==> src/hw/clpc_pkg.sv <==
package clpc_pkg;

  // Register offsets on the 8-bit register port.
  localparam logic [7:0] CLPC_ADDR_PIN_CFG   = 8'h6B;
  localparam logic [7:0] CLPC_ADDR_SOFT_TRIG = 8'h6C;
  localparam logic [7:0] CLPC_ADDR_LOWPOWER  = 8'h6E;
  localparam logic [7:0] CLPC_ADDR_IRQ_STAT  = 8'hF0;
  localparam logic [7:0] CLPC_ADDR_IRQ_MASK  = 8'hF1;
  localparam logic [7:0] CLPC_ADDR_CTRL      = 8'hF2;
  localparam logic [7:0] CLPC_ADDR_STATE     = 8'hF3;

  // Values after reset.
  localparam logic [7:0] CLPC_PIN_CFG_RESET   = 8'h00;
  localparam logic [7:0] CLPC_SOFT_TRIG_RESET = 8'h01;
  localparam logic [7:0] CLPC_LOWPOWER_RESET  = 8'h88;
  localparam logic [7:0] CLPC_CTRL_RESET      = 8'h00;
  localparam logic [7:0] CLPC_IRQ_MASK_RESET  = 8'h00;
  localparam logic [7:0] CLPC_READ_IDLE       = 8'h00;

  // Field positions.
  localparam int CLPC_TRIG_SRC_BIT   = 0;
  localparam int CLPC_STAT_SEL_LSB   = 1;
  localparam int CLPC_SOFT_TRIG_BIT  = 0;
  localparam int CLPC_LOWPOWER_ENABLE_BIT      = 0;
  localparam int CLPC_LOWPOWER_TRIGGER_MODE_BIT    = 1;
  localparam int CLPC_WAKE_CODE_LSB  = 3;
  localparam int CLPC_SLEEP_CODE_LSB = 5;
  localparam int CLPC_BG_EN_BIT      = 0;
  localparam int CLPC_EV_FG_BIT      = 0;
  localparam int CLPC_EV_STOP_BIT    = 1;
  localparam int CLPC_EV_FAULT_BIT   = 2;
  localparam int CLPC_EV_CORE_BIT    = 3;

  // Status pin source codes.
  localparam logic [1:0] CLPC_STAT_FG    = 2'h0;
  localparam logic [1:0] CLPC_STAT_STOP  = 2'h1;
  localparam logic [1:0] CLPC_STAT_FAULT = 2'h2;
  localparam logic [1:0] CLPC_STAT_LOW   = 2'h3;

  // Delays are (2^k + 1) * 256 clock periods; counter wide enough for k=33.
  localparam int CLPC_CNT_W     = 44;
  localparam int CLPC_DLY_SHIFT = 8;

  function automatic logic [CLPC_CNT_W-1:0] clpc_dly_cycles(
    input int unsigned e
  );
    return ((CLPC_CNT_W'(1) << e) + CLPC_CNT_W'(1)) << CLPC_DLY_SHIFT;
  endfunction

  localparam logic [7:0][CLPC_CNT_W-1:0] CLPC_SLEEP_CYCLES = '{
    clpc_dly_cycles(33), clpc_dly_cycles(30), clpc_dly_cycles(27),
    clpc_dly_cycles(24), clpc_dly_cycles(21), clpc_dly_cycles(18),
    clpc_dly_cycles(15), clpc_dly_cycles(3)};

  localparam logic [3:0][CLPC_CNT_W-1:0] CLPC_SETTLE_CYCLES = '{
    clpc_dly_cycles(24), clpc_dly_cycles(21), clpc_dly_cycles(18),
    clpc_dly_cycles(3)};

  typedef enum logic [4:0] {
    CLPC_IDLE   = 5'h01,
    CLPC_SLEEP  = 5'h02,
    CLPC_WAKE   = 5'h04,
    CLPC_SETTLE = 5'h08,
    CLPC_CAL    = 5'h10
  } clpc_phase_t;

endpackage

==> src/hw/clpc_timer_if.sv <==
`timescale 1ns/100ps
interface clpc_timer_if #(parameter int W = 44);
  logic         load;
  logic [W-1:0] value;
  logic         idle;
  modport ctrl (output load, output value, input idle);
  modport tmr  (input load, input value, output idle);
endinterface

==> src/hw/clpc_ctrl.sv <==
// The strobed register port was left to the implementer.
`timescale 1ns/100ps
module clpc_ctrl
  import clpc_pkg::*;
#(
  parameter int                            NUM_CORES     = 3,
  parameter logic [7:0][CLPC_CNT_W-1:0]    SLEEP_CYCLES  = CLPC_SLEEP_CYCLES,
  parameter logic [3:0][CLPC_CNT_W-1:0]    SETTLE_CYCLES = CLPC_SETTLE_CYCLES
) (
  input  wire logic                 clk,
  input  wire logic                 rst,
  input  wire logic [7:0]           addr,
  input  wire logic [7:0]           wr_data,
  input  wire logic                 wr_en,
  input  wire logic                 rd_en,
  output logic      [7:0]           rd_data,
  input  wire logic                 trigger_input_pin,
  input  wire logic                 foreground_complete_flag,
  input  wire logic                 background_stopped_flag,
  input  wire logic                 fault_flag,
  input  wire logic                 core_cal_done,
  output logic                      status_output_pin,
  output logic                      calibration_trigger,
  output logic      [NUM_CORES-1:0] core_sleep,
  output logic      [NUM_CORES-1:0] core_cal_req,
  output logic                      irq
);

  localparam int CW = (NUM_CORES > 1) ? $clog2(NUM_CORES) : 1;

  typedef struct packed {
    logic [7:0]           pin_cfg;
    logic [7:0]           soft_trig;
    logic [7:0]           lowpower;
    logic [7:0]           ctrl;
    logic [7:0]           irq_stat;
    logic [7:0]           irq_mask;
    logic [7:0]           rd_data;
    logic [2:0]           trig_sync;
    logic                 trig_stable;
    logic [2:0]           flag_prev;
    clpc_phase_t          phase;
    logic [CW-1:0]        core;
    logic [NUM_CORES-1:0] sleep;
    logic [NUM_CORES-1:0] cal_req;
    logic                 stat_pin;
    logic                 trig_out;
    logic                 irq;
  } clpc_state_t;

  clpc_state_t st;
  clpc_state_t next_st;

  logic                  lp_active;
  logic                  trig_sel;
  logic                  trig_mode;
  logic [CW-1:0]         core_after;
  logic [7:0]            events;
  logic [7:0]            irq_clear;
  logic [CLPC_CNT_W-1:0] sleep_cnt;
  logic [CLPC_CNT_W-1:0] settle_cnt;

  clpc_timer_if #(.W(CLPC_CNT_W)) tif ();

  clpc_timer #(.W(CLPC_CNT_W)) u_timer (
    .clk (clk),
    .rst (rst),
    .t   (tif.tmr)
  );

  function automatic logic [NUM_CORES-1:0] core_bit(input logic [CW-1:0] i);
    logic [NUM_CORES-1:0] b;
    b    = '0;
    b[i] = 1'b1;
    return b;
  endfunction

  always_comb
  begin
    next_st    = st;
    lp_active  = st.lowpower[CLPC_LOWPOWER_ENABLE_BIT] & st.ctrl[CLPC_BG_EN_BIT];
    trig_mode  = st.lowpower[CLPC_LOWPOWER_TRIGGER_MODE_BIT];
    trig_sel   = st.pin_cfg[CLPC_TRIG_SRC_BIT]
               ? st.trig_stable
               : st.soft_trig[CLPC_SOFT_TRIG_BIT];
    sleep_cnt  = SLEEP_CYCLES[st.lowpower[CLPC_SLEEP_CODE_LSB +: 3]];
    settle_cnt = SETTLE_CYCLES[st.lowpower[CLPC_WAKE_CODE_LSB +: 2]];
    core_after = (st.core == CW'(NUM_CORES - 1)) ? '0 : st.core + CW'(1);
    tif.load   = 1'b0;
    tif.value  = '0;
    events     = '0;
    irq_clear  = '0;

    // The first stage feeds only the second; the pin level is taken once
    // the second and third stages agree, which filters a metastable edge.
    next_st.trig_sync = {st.trig_sync[1:0], trigger_input_pin};
    if (st.trig_sync[1] == st.trig_sync[2])
    begin
      next_st.trig_stable = st.trig_sync[2];
    end
    next_st.trig_out = trig_sel;

    unique case (st.pin_cfg[CLPC_STAT_SEL_LSB +: 2])
      CLPC_STAT_FG:    next_st.stat_pin = foreground_complete_flag;
      CLPC_STAT_STOP:  next_st.stat_pin = background_stopped_flag;
      CLPC_STAT_FAULT: next_st.stat_pin = fault_flag;
      CLPC_STAT_LOW:   next_st.stat_pin = 1'b0;
    endcase

    next_st.rd_data = CLPC_READ_IDLE;
    if (rd_en)
    begin
      unique case (addr)
        CLPC_ADDR_PIN_CFG:   next_st.rd_data = st.pin_cfg;
        CLPC_ADDR_SOFT_TRIG: next_st.rd_data = st.soft_trig;
        CLPC_ADDR_LOWPOWER:  next_st.rd_data = st.lowpower;
        CLPC_ADDR_IRQ_STAT:  next_st.rd_data = st.irq_stat;
        CLPC_ADDR_IRQ_MASK:  next_st.rd_data = st.irq_mask;
        CLPC_ADDR_CTRL:      next_st.rd_data = st.ctrl;
        CLPC_ADDR_STATE:     next_st.rd_data = {lp_active, trig_sel, 1'b0,
                                                st.phase};
        default:             next_st.rd_data = CLPC_READ_IDLE;
      endcase
    end

    if (wr_en)
    begin
      unique case (addr)
        CLPC_ADDR_PIN_CFG:   next_st.pin_cfg   = wr_data;
        CLPC_ADDR_SOFT_TRIG: next_st.soft_trig = wr_data;
        CLPC_ADDR_LOWPOWER:  next_st.lowpower  = wr_data;
        CLPC_ADDR_IRQ_STAT:  irq_clear         = wr_data;
        CLPC_ADDR_IRQ_MASK:  next_st.irq_mask  = wr_data;
        CLPC_ADDR_CTRL:      next_st.ctrl      = wr_data;
        default:             next_st.ctrl      = st.ctrl;
      endcase
    end

    // Low-power phase sequence for one core at a time.
    unique case (st.phase)
      CLPC_IDLE:
      begin
        if (lp_active)
        begin
          next_st.phase = CLPC_SLEEP;
          next_st.sleep = core_bit(st.core);
          tif.load      = 1'b1;
          tif.value     = sleep_cnt;
        end
      end
      CLPC_SLEEP:
      begin
        // The timer is loaded in both modes so a switch to timed mode
        // during a long sleep still ends it.
        if (trig_mode ? !trig_sel : tif.idle)
        begin
          next_st.phase = CLPC_WAKE;
          next_st.sleep = '0;
        end
      end
      CLPC_WAKE:
      begin
        next_st.phase = CLPC_SETTLE;
        tif.load      = 1'b1;
        tif.value     = settle_cnt;
      end
      CLPC_SETTLE:
      begin
        if (tif.idle)
        begin
          next_st.phase   = CLPC_CAL;
          next_st.cal_req = core_bit(st.core);
        end
      end
      CLPC_CAL:
      begin
        if (core_cal_done)
        begin
          next_st.phase   = CLPC_SLEEP;
          next_st.cal_req = '0;
          next_st.core    = core_after;
          next_st.sleep   = core_bit(core_after);
          events[CLPC_EV_CORE_BIT] = 1'b1;
          tif.load        = 1'b1;
          tif.value       = sleep_cnt;
        end
      end
    endcase

    if (!lp_active)
    begin
      next_st.phase   = CLPC_IDLE;
      next_st.sleep   = '0;
      next_st.cal_req = '0;
      tif.load        = 1'b1;
      tif.value       = '0;
    end

    next_st.flag_prev = {fault_flag, background_stopped_flag,
                         foreground_complete_flag};
    events[CLPC_EV_FG_BIT]    = foreground_complete_flag & ~st.flag_prev[0];
    events[CLPC_EV_STOP_BIT]  = background_stopped_flag & ~st.flag_prev[1];
    events[CLPC_EV_FAULT_BIT] = fault_flag & ~st.flag_prev[2];
    // A new event beats a clear written in the same cycle.
    next_st.irq_stat = (st.irq_stat & ~irq_clear) | events;
    next_st.irq      = |(next_st.irq_stat & next_st.irq_mask);
  end

  always_ff @(posedge clk)
  begin
    if (rst)
    begin
      st           <= '0;
      st.pin_cfg   <= CLPC_PIN_CFG_RESET;
      st.soft_trig <= CLPC_SOFT_TRIG_RESET;
      st.lowpower  <= CLPC_LOWPOWER_RESET;
      st.ctrl      <= CLPC_CTRL_RESET;
      st.irq_mask  <= CLPC_IRQ_MASK_RESET;
      st.phase     <= CLPC_IDLE;
    end
    else
    begin
      st <= next_st;
    end
  end

  assign rd_data             = st.rd_data;
  assign status_output_pin   = st.stat_pin;
  assign calibration_trigger = st.trig_out;
  assign core_sleep          = st.sleep;
  assign core_cal_req        = st.cal_req;
  assign irq                 = st.irq;
endmodule

==> src/hw/clpc_timer.sv <==
`timescale 1ns/100ps
module clpc_timer #(
  parameter int W = 44
) (
  input wire logic clk,
  input wire logic rst,
  clpc_timer_if.tmr t
);

  typedef struct packed {
    logic [W-1:0] cnt;
  } clpc_tmr_state_t;

  clpc_tmr_state_t st;
  clpc_tmr_state_t next_st;

  // Idle is combinational so the owner sees expiry in the same cycle.
  assign t.idle = (st.cnt == '0);

  always_comb
  begin
    next_st = st;
    if (t.load)
    begin
      next_st.cnt = t.value;
    end
    else if (st.cnt != '0)
    begin
      next_st.cnt = st.cnt - W'(1);
    end
  end

  always_ff @(posedge clk)
  begin
    if (rst)
    begin
      st <= '0;
    end
    else
    begin
      st <= next_st;
    end
  end

endmodule

==> config.mk <==
export PLATFORM = sky130hd
export DESIGN_NAME = clpc_ctrl
export DESIGN_NICKNAME = d
export VERILOG_FILES = /design/src/hw/clpc_pkg.sv /design/src/hw/clpc_timer_if.sv /design/src/hw/clpc_ctrl.sv /design/src/hw/clpc_timer.sv
export SDC_FILE = /design/constraint.sdc
export NUM_CORES = 1
export LEC_CHECK = 0
export BUFFER_PORTS_ARGS = -buffer_cell sky130_fd_sc_hd__clkbuf_2
export CORE_ASPECT_RATIO = 1.75
export CORE_MARGIN = 8
export CORE_UTILIZATION = 57
export DETAILED_ROUTE_END_ITERATION = 6
export PLACE_DENSITY = 0.86
export SKIP_CTS_REPAIR_TIMING = 1
export SKIP_LAST_GASP = 1
export SLEW_MARGIN = 5
export SYNTH_ARGS = -nofsm -noshare
export SYNTH_HDL_FRONTEND = slang
export SYNTH_SLANG_ARGS = --single-unit
==> constraint.sdc <==
create_clock -name clk -period 5 [get_ports clk]
set_input_delay 0.5 -clock clk [delete_from_list [all_inputs] [get_ports clk]]
set_output_delay 0.5 -clock clk [all_outputs]
set_load 0.005 [all_outputs]
==> flow_summary.toml, run 1 <==
[synthesis]
yosys-top-cells-count = "dfxtp_1, nor2_1, nand2_1"
synth.most_common_cell = "dfxtp_1"
synth_area_leader_cell = "dfxtp_1"
avgSynthCellArea_um2 = 8.86
synth_top_cell_area_share = 0.423
syn-cell-area_um2 = 6200
synth_flop_cell = "dfxtp_1"
synth_edf_count = 0
ys_top_cells_by_area = "dfxtp_1, nor2_1, mux2i_1"
yosysWarningCount = 0
ys_seq_elements = 131
syn_inst = 699
ys_async_sr_fraction = 0
yosysUniqueCellTypes = 70
ys_seq_area_frac = 0.423
syn_nets = 726

[placed_design]
port-buffer-count = 41
hpwl_mm = 11.7
place_congestion = 0.923

[clock_tree]
clk_pin_slew_ns = 0.06
cts_tree = "yes"
cts.sinks = 131
htree_num_levels = 4
root_buffer = "clkbuf_16"
clock_path_buffers = 2
numCtsBuffers = 17
clkLatencyLatePin_ns = 0.42

[timing]
timing.setup.tns_ns = 0
rsz0062_at_grt = "no"
hold_viol = 0
worst_slew_pin_slew_ns = 1.21
fmax_mhz = 371
slew_headroom = 0.190
post-route-period-util = 0.539
setup-violations-final = 0
finalMaxSlewViolations = 0
period_needed_ns = 2.70
fin_worst_skew_ns = 0.00737

[power_and_ir_drop]
p_per_area_nw_per_um2 = 333
power.total_mw = 2.30
cellLeakagePower_nw = 2.74
ir_drop_v = 0.000287

[drt]
drcViolationCount = 0
routed_via_density = 6.22
drtAntennaViolNets = 0
wl_mm = 16.3
dr.first_iter.drc_count = 367
wl_per_cell_um = 18.9
firstDrtPassIters = 7
route.vias.total = 5350

[critical_path]
r2r_setup_slack_ns = 2.30
cp.arrival_ns = 3.00
critical_path_class = "reg2reg"
cp-start-kind = "flip-flop"
cp_max_fo = 27
end_kind = "flip-flop"
required_ns = 5.30

[grt]
grt_max_degree = 64
grt_pass1_wl_mm = 26.5
track_usage = 0.231
antenna_found_initial = 0
grt-ovfl-total = 0
grt_pass1_vias = 5444

[floorplanning]
die_height_um = 154
die_w_um = 94.8
dieArea_um2 = 14600
rows = 50
core_um2 = 10600
initial_core_util = 0.583
ioPinCount = 42

[cells_and_area]
drive_gt1_frac = 0.141
syn_to_final_growth_pct = 11.7
multiInputGateArea_um2 = 3280
final-seq-area_um2 = 2620
layout.nets = 744
n_antenna_cell = 0
nFillCells = 842
fin_util = 0.650

[flow_run]
max-cap-violations = 0

[hold_path]
hp-class = "in2reg"

[outcome]
outcome = "completed"
[through the flow]
stage | setup WS [ns] | std cells | hold slack, ns | cell area (um^2)
2_1_floorplan | 2.76 | 699 | 0.414 | 6200
3_3_place_gp | 2.32 | 828 | 0.424 | 6350
3_5_place_dp | 2.16 | 828 | 0.428 | 6350
4_1_cts | 2.33 | 860 | 0.284 | 6920
5_1_grt | 2.07 | 860 | 0.316 | 6920
6_report | 2.30 | 860 | 0.288 | 6920
[where the power goes]
| part | leakage, nW | switching, mW | internal [mW] |
|---|---|---|---|
| clock network | 0.255 | 0.488 | 0.702 |
| logic | 1.42 | 0.0408 | 0.0201 |
| registers | 1.06 | 0.00271 | 1.05 |
[placed cells by master, fill, tap and decap left out, types with 16 or more instances in the layout]
cell type and instances:
nor4_1 16, nand2_1 50, clkbuf_2 41, nor3_1 21
dfxtp_1 131, a21oi_1 30, clkbuf_16 17, nand3_1 24
mux2i_1 33, inv_1 16, o21ai_0 16, xnor2_1 18
xor2_1 24, nor2_1 126
[worst paths after layout]
path                      from             end  cells past startpoint
min reg2reg        next_st[21]     next_st[22]                      1
max reg2reg      u_timer.st[0]  u_timer.st[19]                      8
max              u_timer.st[0]  u_timer.st[19]                      8
min          trigger_input_pin     next_st[21]                      2
[per-layer routing]
layer,track usage,routed length (um),share of wire,vias up
met4,0.168,1070,0.066,0
met1,0.223,5680,0.35,2518
li1,-,-,-,2520
met2,0.413,8750,0.54,237
met5,0,0,0,-
met3,0.0478,786,0.048,75
[flip-flops by register name (all words and copies together) (netlist names)]
signal and cells:
st 60, next_st 2, u_timer.st 44, status_output_pin 1
irq 1, sleep_cnt 8, core_sleep 3, core_cal_req 3
rd_data 8, calibration_trigger 1
[cell type report]
cell class	count	area share
Tap cell	130	0.0235
Inverter	17	0.00922
Clock inverter	13	0.0183
Clock buffer	19	0.0640
Multi-Input combinational cell	507	0.474
Sequential cell	131	0.379
Timing Repair Buffer	43	0.0318
[critical path, cell delays in order, from the launching register on]
cell and delay, ns:
dfxtp_1 0.33, inv_1 0.12, ha_1 0.16, or4b_4 0.46
and4bb_2 0.35, nand4_4 0.39, nor2_1 0.21, and4bb_1 0.25
mux2_4 0.30
[cells by family after synthesis]
family,synth area share
flip-flops,0.423
XOR/XNOR,0.0594
AND/OR/NAND/NOR,0.259
AO/OA/AOI/OAI,0.120
multiplexers,0.0866
buffers and inverters,0.0479
adder cells (fa/ha/maj),0.00404
(Power assumes the default switching activity.)
==> run 2: changes to the inputs <==
--- a/config.mk
+++ b/config.mk
@@ -5,12 +5,13 @@
 export SDC_FILE = /design/constraint.sdc
 export NUM_CORES = 1
 export LEC_CHECK = 0
+export ABC_AREA = 1
 export BUFFER_PORTS_ARGS = -buffer_cell sky130_fd_sc_hd__clkbuf_2
 export CORE_ASPECT_RATIO = 1.75
 export CORE_MARGIN = 8
 export CORE_UTILIZATION = 57
 export DETAILED_ROUTE_END_ITERATION = 6
-export PLACE_DENSITY = 0.86
+export PLACE_DENSITY = 0.85
 export SKIP_CTS_REPAIR_TIMING = 1
 export SKIP_LAST_GASP = 1
 export SLEW_MARGIN = 5
==> constraint.sdc (replaced) <==
create_clock -name clk -period 2.53 [get_ports clk]
set_input_delay 0.253 -clock clk [delete_from_list [all_inputs] [get_ports clk]]
set_output_delay 0.253 -clock clk [all_outputs]
set_load 0.005 [all_outputs]
==> flow_summary.toml, run 2 <==
[outcome]
outcome = "completed"

[timing]
post-route-period-util = 0.772
setup_ws_ns = 0.577
worst_slew_pin_slew_ns = 0.551
fmax_mhz = 512
fin_worst_skew_ns = 0.00918
timing.setup.tns_ns = 0
period_needed_ns = 1.95
setup-violations-final = 0
hold_viol = 0
finalMaxSlewViolations = 0
slew_headroom = 0.633
rsz0062_at_grt = "no"

[synthesis]
ys_async_sr_fraction = 0
synth_compound_area_frac = 0.127
yosysWarningCount = 0
synth_top_cell_area_share = 0.382
avgSynthCellArea_um2 = 6.98
synth_top_family_by_area = "simple AND/OR/NAND/NOR gates"
ys_top_cells_by_area = "dfxtp_1, nand2_1, nor2_1"
synth_area_leader_cell = "dfxtp_1"
syn-cell-area_um2 = 6870
ys_seq_elements = 131
synth_edf_count = 0
synthMuxAreaShare = 0
synthAdderAreaFrac = 0.00364
yosys-top-cells-count = "nand2_1, nor2_1, dfxtp_1"
syn_inst = 984
syn_nets = 1011
synth-xor-area-share = 0.0179
yosysUniqueCellTypes = 52
synthSimpleGateAreaFrac = 0.366
synth.most_common_cell = "nand2_1"
ys_seq_area_frac = 0.382
synth_flop_cell = "dfxtp_1"

[placed_design]
port-buffer-count = 41
place_congestion = 0.992
pre_cts_ws_ns = 0.560
hpwl_mm = 14.8

[power_and_ir_drop]
internal_power_mw = 3.63
switching_share = 0.227
pwr-share-clk = 0.531
switchingPower_mw = 1.07
p_per_area_nw_per_um2 = 615
seq_power_share = 0.442
cellLeakagePower_nw = 3.56
combPwrFrac = 0.027
ir_drop_v = 0.000499

[cells_and_area]
layout.nets = 1040
layout_commonest_cell = "nand2_1"
regMostFlops = "st"
layout_common_cells = "nand2_1, nor2_1, dfxtp_1"
n_antenna_cell = 0
syn_to_final_growth_pct = 11.3
drive_gt1_frac = 0.165
reg.largest.list = "st: 60 flops, u_timer.st: 44 flops"
nFillCells = 1060
largest_register_ffs = 60

[critical_path]
end_kind = "flip-flop"
critical_path_class = "reg2reg"
crit_path_frequent_cell = "nand2_1"
crit_slowest_cell = "nor3_4"
cp-start-kind = "flip-flop"
crit_path_cell_trace = "inv_1 > ha_1 > nand2_1 > nor3_1 > nand2_1 > nor3_4 > nand2_4 > nand2_2 > a21oi_1"
cp.arrival_ns = 2.26
cp_max_fo = 9
reg2regPathDepth = 9
critPathMaxStageDelay_ns = 0.36
required_ns = 2.84

[clock_tree]
cts.sinks = 131
clkLatencyLatePin_ns = 0.43
cts_tree = "yes"
root_buffer = "clkbuf_16"
clock_path_buffers = 2
htree_num_levels = 4
clk_pin_slew_ns = 0.06
numCtsBuffers = 17

[hold_path]
hp-class = "in2reg"
hold_depth = 3

[grt]
grt_pass1_vias = 6945
antenna_found_initial = 0
grt_max_degree = 44
grt-ovfl-total = 0
track_usage = 0.255
grt_pass1_wl_mm = 32.3

[floorplanning]
die_w_um = 99.0
initial_core_util = 0.579
core_um2 = 11900
ioPinCount = 42
rows = 53
dieArea_um2 = 16000
die_height_um = 161

[drt]
dr.first_iter.drc_count = 473
route.vias.total = 6631
wl_mm = 19.8
routed_via_density = 5.70
wl_per_cell_um = 17.0
firstDrtPassIters = 5
drtAntennaViolNets = 0
drcViolationCount = 0

[flow_run]
max-cap-violations = 0
run 2: changes by cell type in the layout (fill, tap and decap cells not counted), moves of 11 or more:
cell     change
a21oi_1     +38
inv_1       +98
mux2i_1     -33
nand2_1    +159
nand2_2     +15
nand3_1     +30
nand4_1     +11
nor2_1      +20
nor2_2      +19
nor2_4      +17
nor3_1      -11
o21ai_0     +17
xnor2_1     -13
xor2_1      -15
run 2: kinds of logic after synthesis:
| logic type | Yosys count |
|---|---|
| adder cells (fa/ha/maj) | 2 |
| XOR/XNOR | 14 |
| AND/OR/NAND/NOR | 526 |
| buffers and inverters | 161 |
| flip-flops | 131 |
| AO/OA/AOI/OAI | 150 |
run 2: metal layers:
| metal | vias to the layer above | part of all wire | GRT usage |
|---|---|---|---|
| met3 | 119 | 0.043 | 0.0526 |
| li1 | 3227 | - | - |
| met4 | 0 | 0.079 | 0.219 |
| met2 | 272 | 0.54 | 0.477 |
| met1 | 3013 | 0.33 | 0.223 |
| met5 | - | 0 | 0 |
run 2: area by class of cell:
type                       count  area, um^2  share of cell area
inverter                     125         470              0.0616
multi-input combinational    692        3530               0.462
tap                          137         171              0.0224
timing repair buffer          46         243              0.0318
clock inverter                12         144              0.0188
clock buffer                  20         457              0.0598
sequential                   131        2620               0.343
run 2: path summary, 6_finish.rpt:
check                         to         startpoint  slack, ns
hold / removal       next_st[21]  trigger_input_pin       0.01
hold reg to reg      next_st[22]        next_st[21]       0.41
setup reg to reg  u_timer.st[32]      u_timer.st[0]       0.58
setup / recovery  u_timer.st[32]      u_timer.st[0]       0.58
run 2: critical path: cells and delay by family, from the launching register on:
family          cells  cell delay, ns
compound gates      1            0.08
fa+ha+maj           1            0.19
buf+inv             1            0.12
flops               1            0.33
simple gates        6            1.11
run 2: stage by stage:
step           instances  power, mW  hold slack (ns)  instance area, um^2   util
2_1_floorplan        984       2.19            0.360                 6870      -
3_3_place_gp        1131       2.24            0.393                 7040  0.593
3_5_place_dp        1131       2.25            0.399                 7040  0.593
4_1_cts             1163       4.70           0.0120                 7640  0.644
5_1_grt             1163       4.82           0.0223                 7640  0.644
6_report            1163       4.70           0.0113                 7640  0.644
run 2: power groups by stage:
| stage | logic [mW] | registers [mW] | clock network [mW] |
|---|---|---|---|
| floorplan | 0.0678 | 2.12 | 0 |
| global placement | 0.120 | 2.12 | 0 |
| detailed placement | 0.122 | 2.12 | 0 |
| CTS | 0.123 | 2.08 | 2.50 |
| global route | 0.135 | 2.08 | 2.60 |
| finish | 0.125 | 2.08 | 2.50 |
==> run 3: changes to the inputs <==
--- a/config.mk
+++ b/config.mk
@@ -9,9 +9,9 @@
 export BUFFER_PORTS_ARGS = -buffer_cell sky130_fd_sc_hd__clkbuf_2
 export CORE_ASPECT_RATIO = 1.75
 export CORE_MARGIN = 8
-export CORE_UTILIZATION = 57
+export CORE_UTILIZATION = 55
 export DETAILED_ROUTE_END_ITERATION = 6
-export PLACE_DENSITY = 0.85
+export PLACE_DENSITY = 0.86
 export SKIP_CTS_REPAIR_TIMING = 1
 export SKIP_LAST_GASP = 1
 export SLEW_MARGIN = 5
==> constraint.sdc (replaced) <==
create_clock -name clk -period 1.6 [get_ports clk]
set_input_delay 0.16 -clock clk [delete_from_list [all_inputs] [get_ports clk]]
set_output_delay 0.16 -clock clk [all_outputs]
set_load 0.005 [all_outputs]
==> flow_summary.toml, run 3 (synthesis results as in run 2) <==
[outcome]
outcome = "finished, violations left"
violations = "negative hold slack, negative setup slack"

[placed_design]
post_dp_cell_area_um2 = 7890
place_congestion = 0.969
hpwl_mm = 16.0
port-buffer-count = 41

[cells_and_area]
n_antenna_cell = 0
regMostFlops = "st"
final-seq-area_um2 = 2650
layout.nets = 1173
largest_register_ffs = 60
reg.largest.list = "st: 60 flops, u_timer.st: 44 flops"
syn_to_final_growth_pct = 37.9
layout_commonest_cell = "nand2_1"
fin_area_um2 = 9470
drive_gt1_frac = 0.357
layout_common_cells = "nand2_1, buf_4, dfxtp_1"
multiInputGateArea_um2 = 4130
nFillCells = 764

[drt]
firstDrtPassIters = 5
route.met3.wl_mm = 2.38
drtAntennaViolNets = 0
wl_mm = 27.2
dr.first_iter.drc_count = 809
drcViolationCount = 0
route.vias.total = 7920
wl_met1_mm = 8.60
top_layer = "met4"
wl_met2_mm = 13.3
wl_per_cell_um = 20.5
routed_via_density = 5.97

[critical_path]
rr_endpoint = "core_sleep[0]"
startpoint = "u_timer.st[24]"
end_kind = "flip-flop"
critPathMaxStageDelay_ns = 0.35
r2r_setup_slack_ns = -0.39
cp-endpoint = "core_sleep[0]"
required_ns = 1.91
cp_max_fo = 6
timing.rr.start = "u_timer.st[24]"
crit_path_cell_trace = "nor2_2 > nand2_2 > nor2_4 > nand2_4 > nor2_4 > nand3_1 > nand2_2 > nand2_4 > nor2_1 > nor2_1"
cp.arrival_ns = 2.31
reg2regPathDepth = 10
critical_path_class = "reg2reg"
cp-start-kind = "flip-flop"
crit_slowest_cell = "dfxtp_1"

[power_and_ir_drop]
power.total_mw = 7.91
ir_drop_v = 0.000757
p_per_area_nw_per_um2 = 835
cellLeakagePower_nw = 4.38

[timing]
fin_hold_ws_ns = -0.0345
timing.setup.tns_ns = -6.26
fin_worst_skew_ns = 0.0140
hold_viol = 1
setup_ws_ns = -0.394
setup-violations-final = 51
fmax_mhz = 502
post-route-period-util = 1.25
worst_slew_pin_slew_ns = 0.594
rsz0062_at_grt = "yes"
finalMaxSlewViolations = 0
slew_headroom = 0.600
period_needed_ns = 1.99

[hold_path]
hold_depth = 3
hp-class = "in2reg"

[floorplanning]
ioPinCount = 42
core_um2 = 12400
rows = 54
dieArea_um2 = 16500
die_height_um = 164
initial_core_util = 0.555
die_w_um = 100

[clock_tree]
cts.sinks = 131
htree_num_levels = 4
numCtsBuffers = 17
clkLatencyLatePin_ns = 0.44
clock_path_buffers = 2
root_buffer = "clkbuf_16"
cts_tree = "yes"
clk_pin_slew_ns = 0.06

[grt]
grt_max_degree = 41
track_usage = 0.278
grt-ovfl-total = 0
grt_pass1_vias = 7348
grt_pass1_wl_mm = 35.1
antenna_found_initial = 0

[flow_run]
max-cap-violations = 0
==> run 3: how the worst min path moves through the flow <==
stage / start / end / slack (ns)
floorplan: trigger_input_pin / next_st[21] / 0.27
global placement: trigger_input_pin / next_st[21] / 0.36
detailed placement: trigger_input_pin / next_st[21] / 0.36
CTS: trigger_input_pin / next_st[21] / -0.08
global route: background_stopped_flag / st[17] / -0.02
finish: background_stopped_flag / st[17] / -0.03
==> run 3: worst max-delay path, delay by kind of cell, from the launching register on <==
family | cells | cell delay, ns
AND/OR/NAND/NOR | 10 | 1.51
flip-flops | 1 | 0.35
==> run 3: layer usage <==
layer,track usage,up-vias
met5,0,-
met4,0.266,0
met3,0.0611,233
met2,0.513,567
met1,0.238,3605
li1,-,3515
==> run 3: stage by stage <==
step	worst slack [ns]	hold WS, ns	util	instances
6_report	-0.394	-0.0345	0.766	1327
5_1_grt	-0.405	-0.0157	0.766	1327
4_1_cts	-0.192	-0.0822	0.691	1300
3_5_place_dp	-0.179	0.362	0.638	1268
3_3_place_gp	-0.137	0.356	0.638	1268
2_1_floorplan	0.0307	0.267	-	984
==> run 3: final cells by class <==
| type | instances | area share |
|---|---|---|
| clock buffer | 18 | 0.0464 |
| timing repair buffer | 178 | 0.142 |
| clock inverter | 14 | 0.0223 |
| inverter | 125 | 0.0505 |
| multi-input combinational | 693 | 0.436 |
| tap | 168 | 0.0222 |
| sequential | 131 | 0.280 |
==> run 3: where the power goes <==
group	internal, mW	switching [mW]
combinational	0.0706	0.157
clock	2.70	1.70
sequential	3.27	0.00671
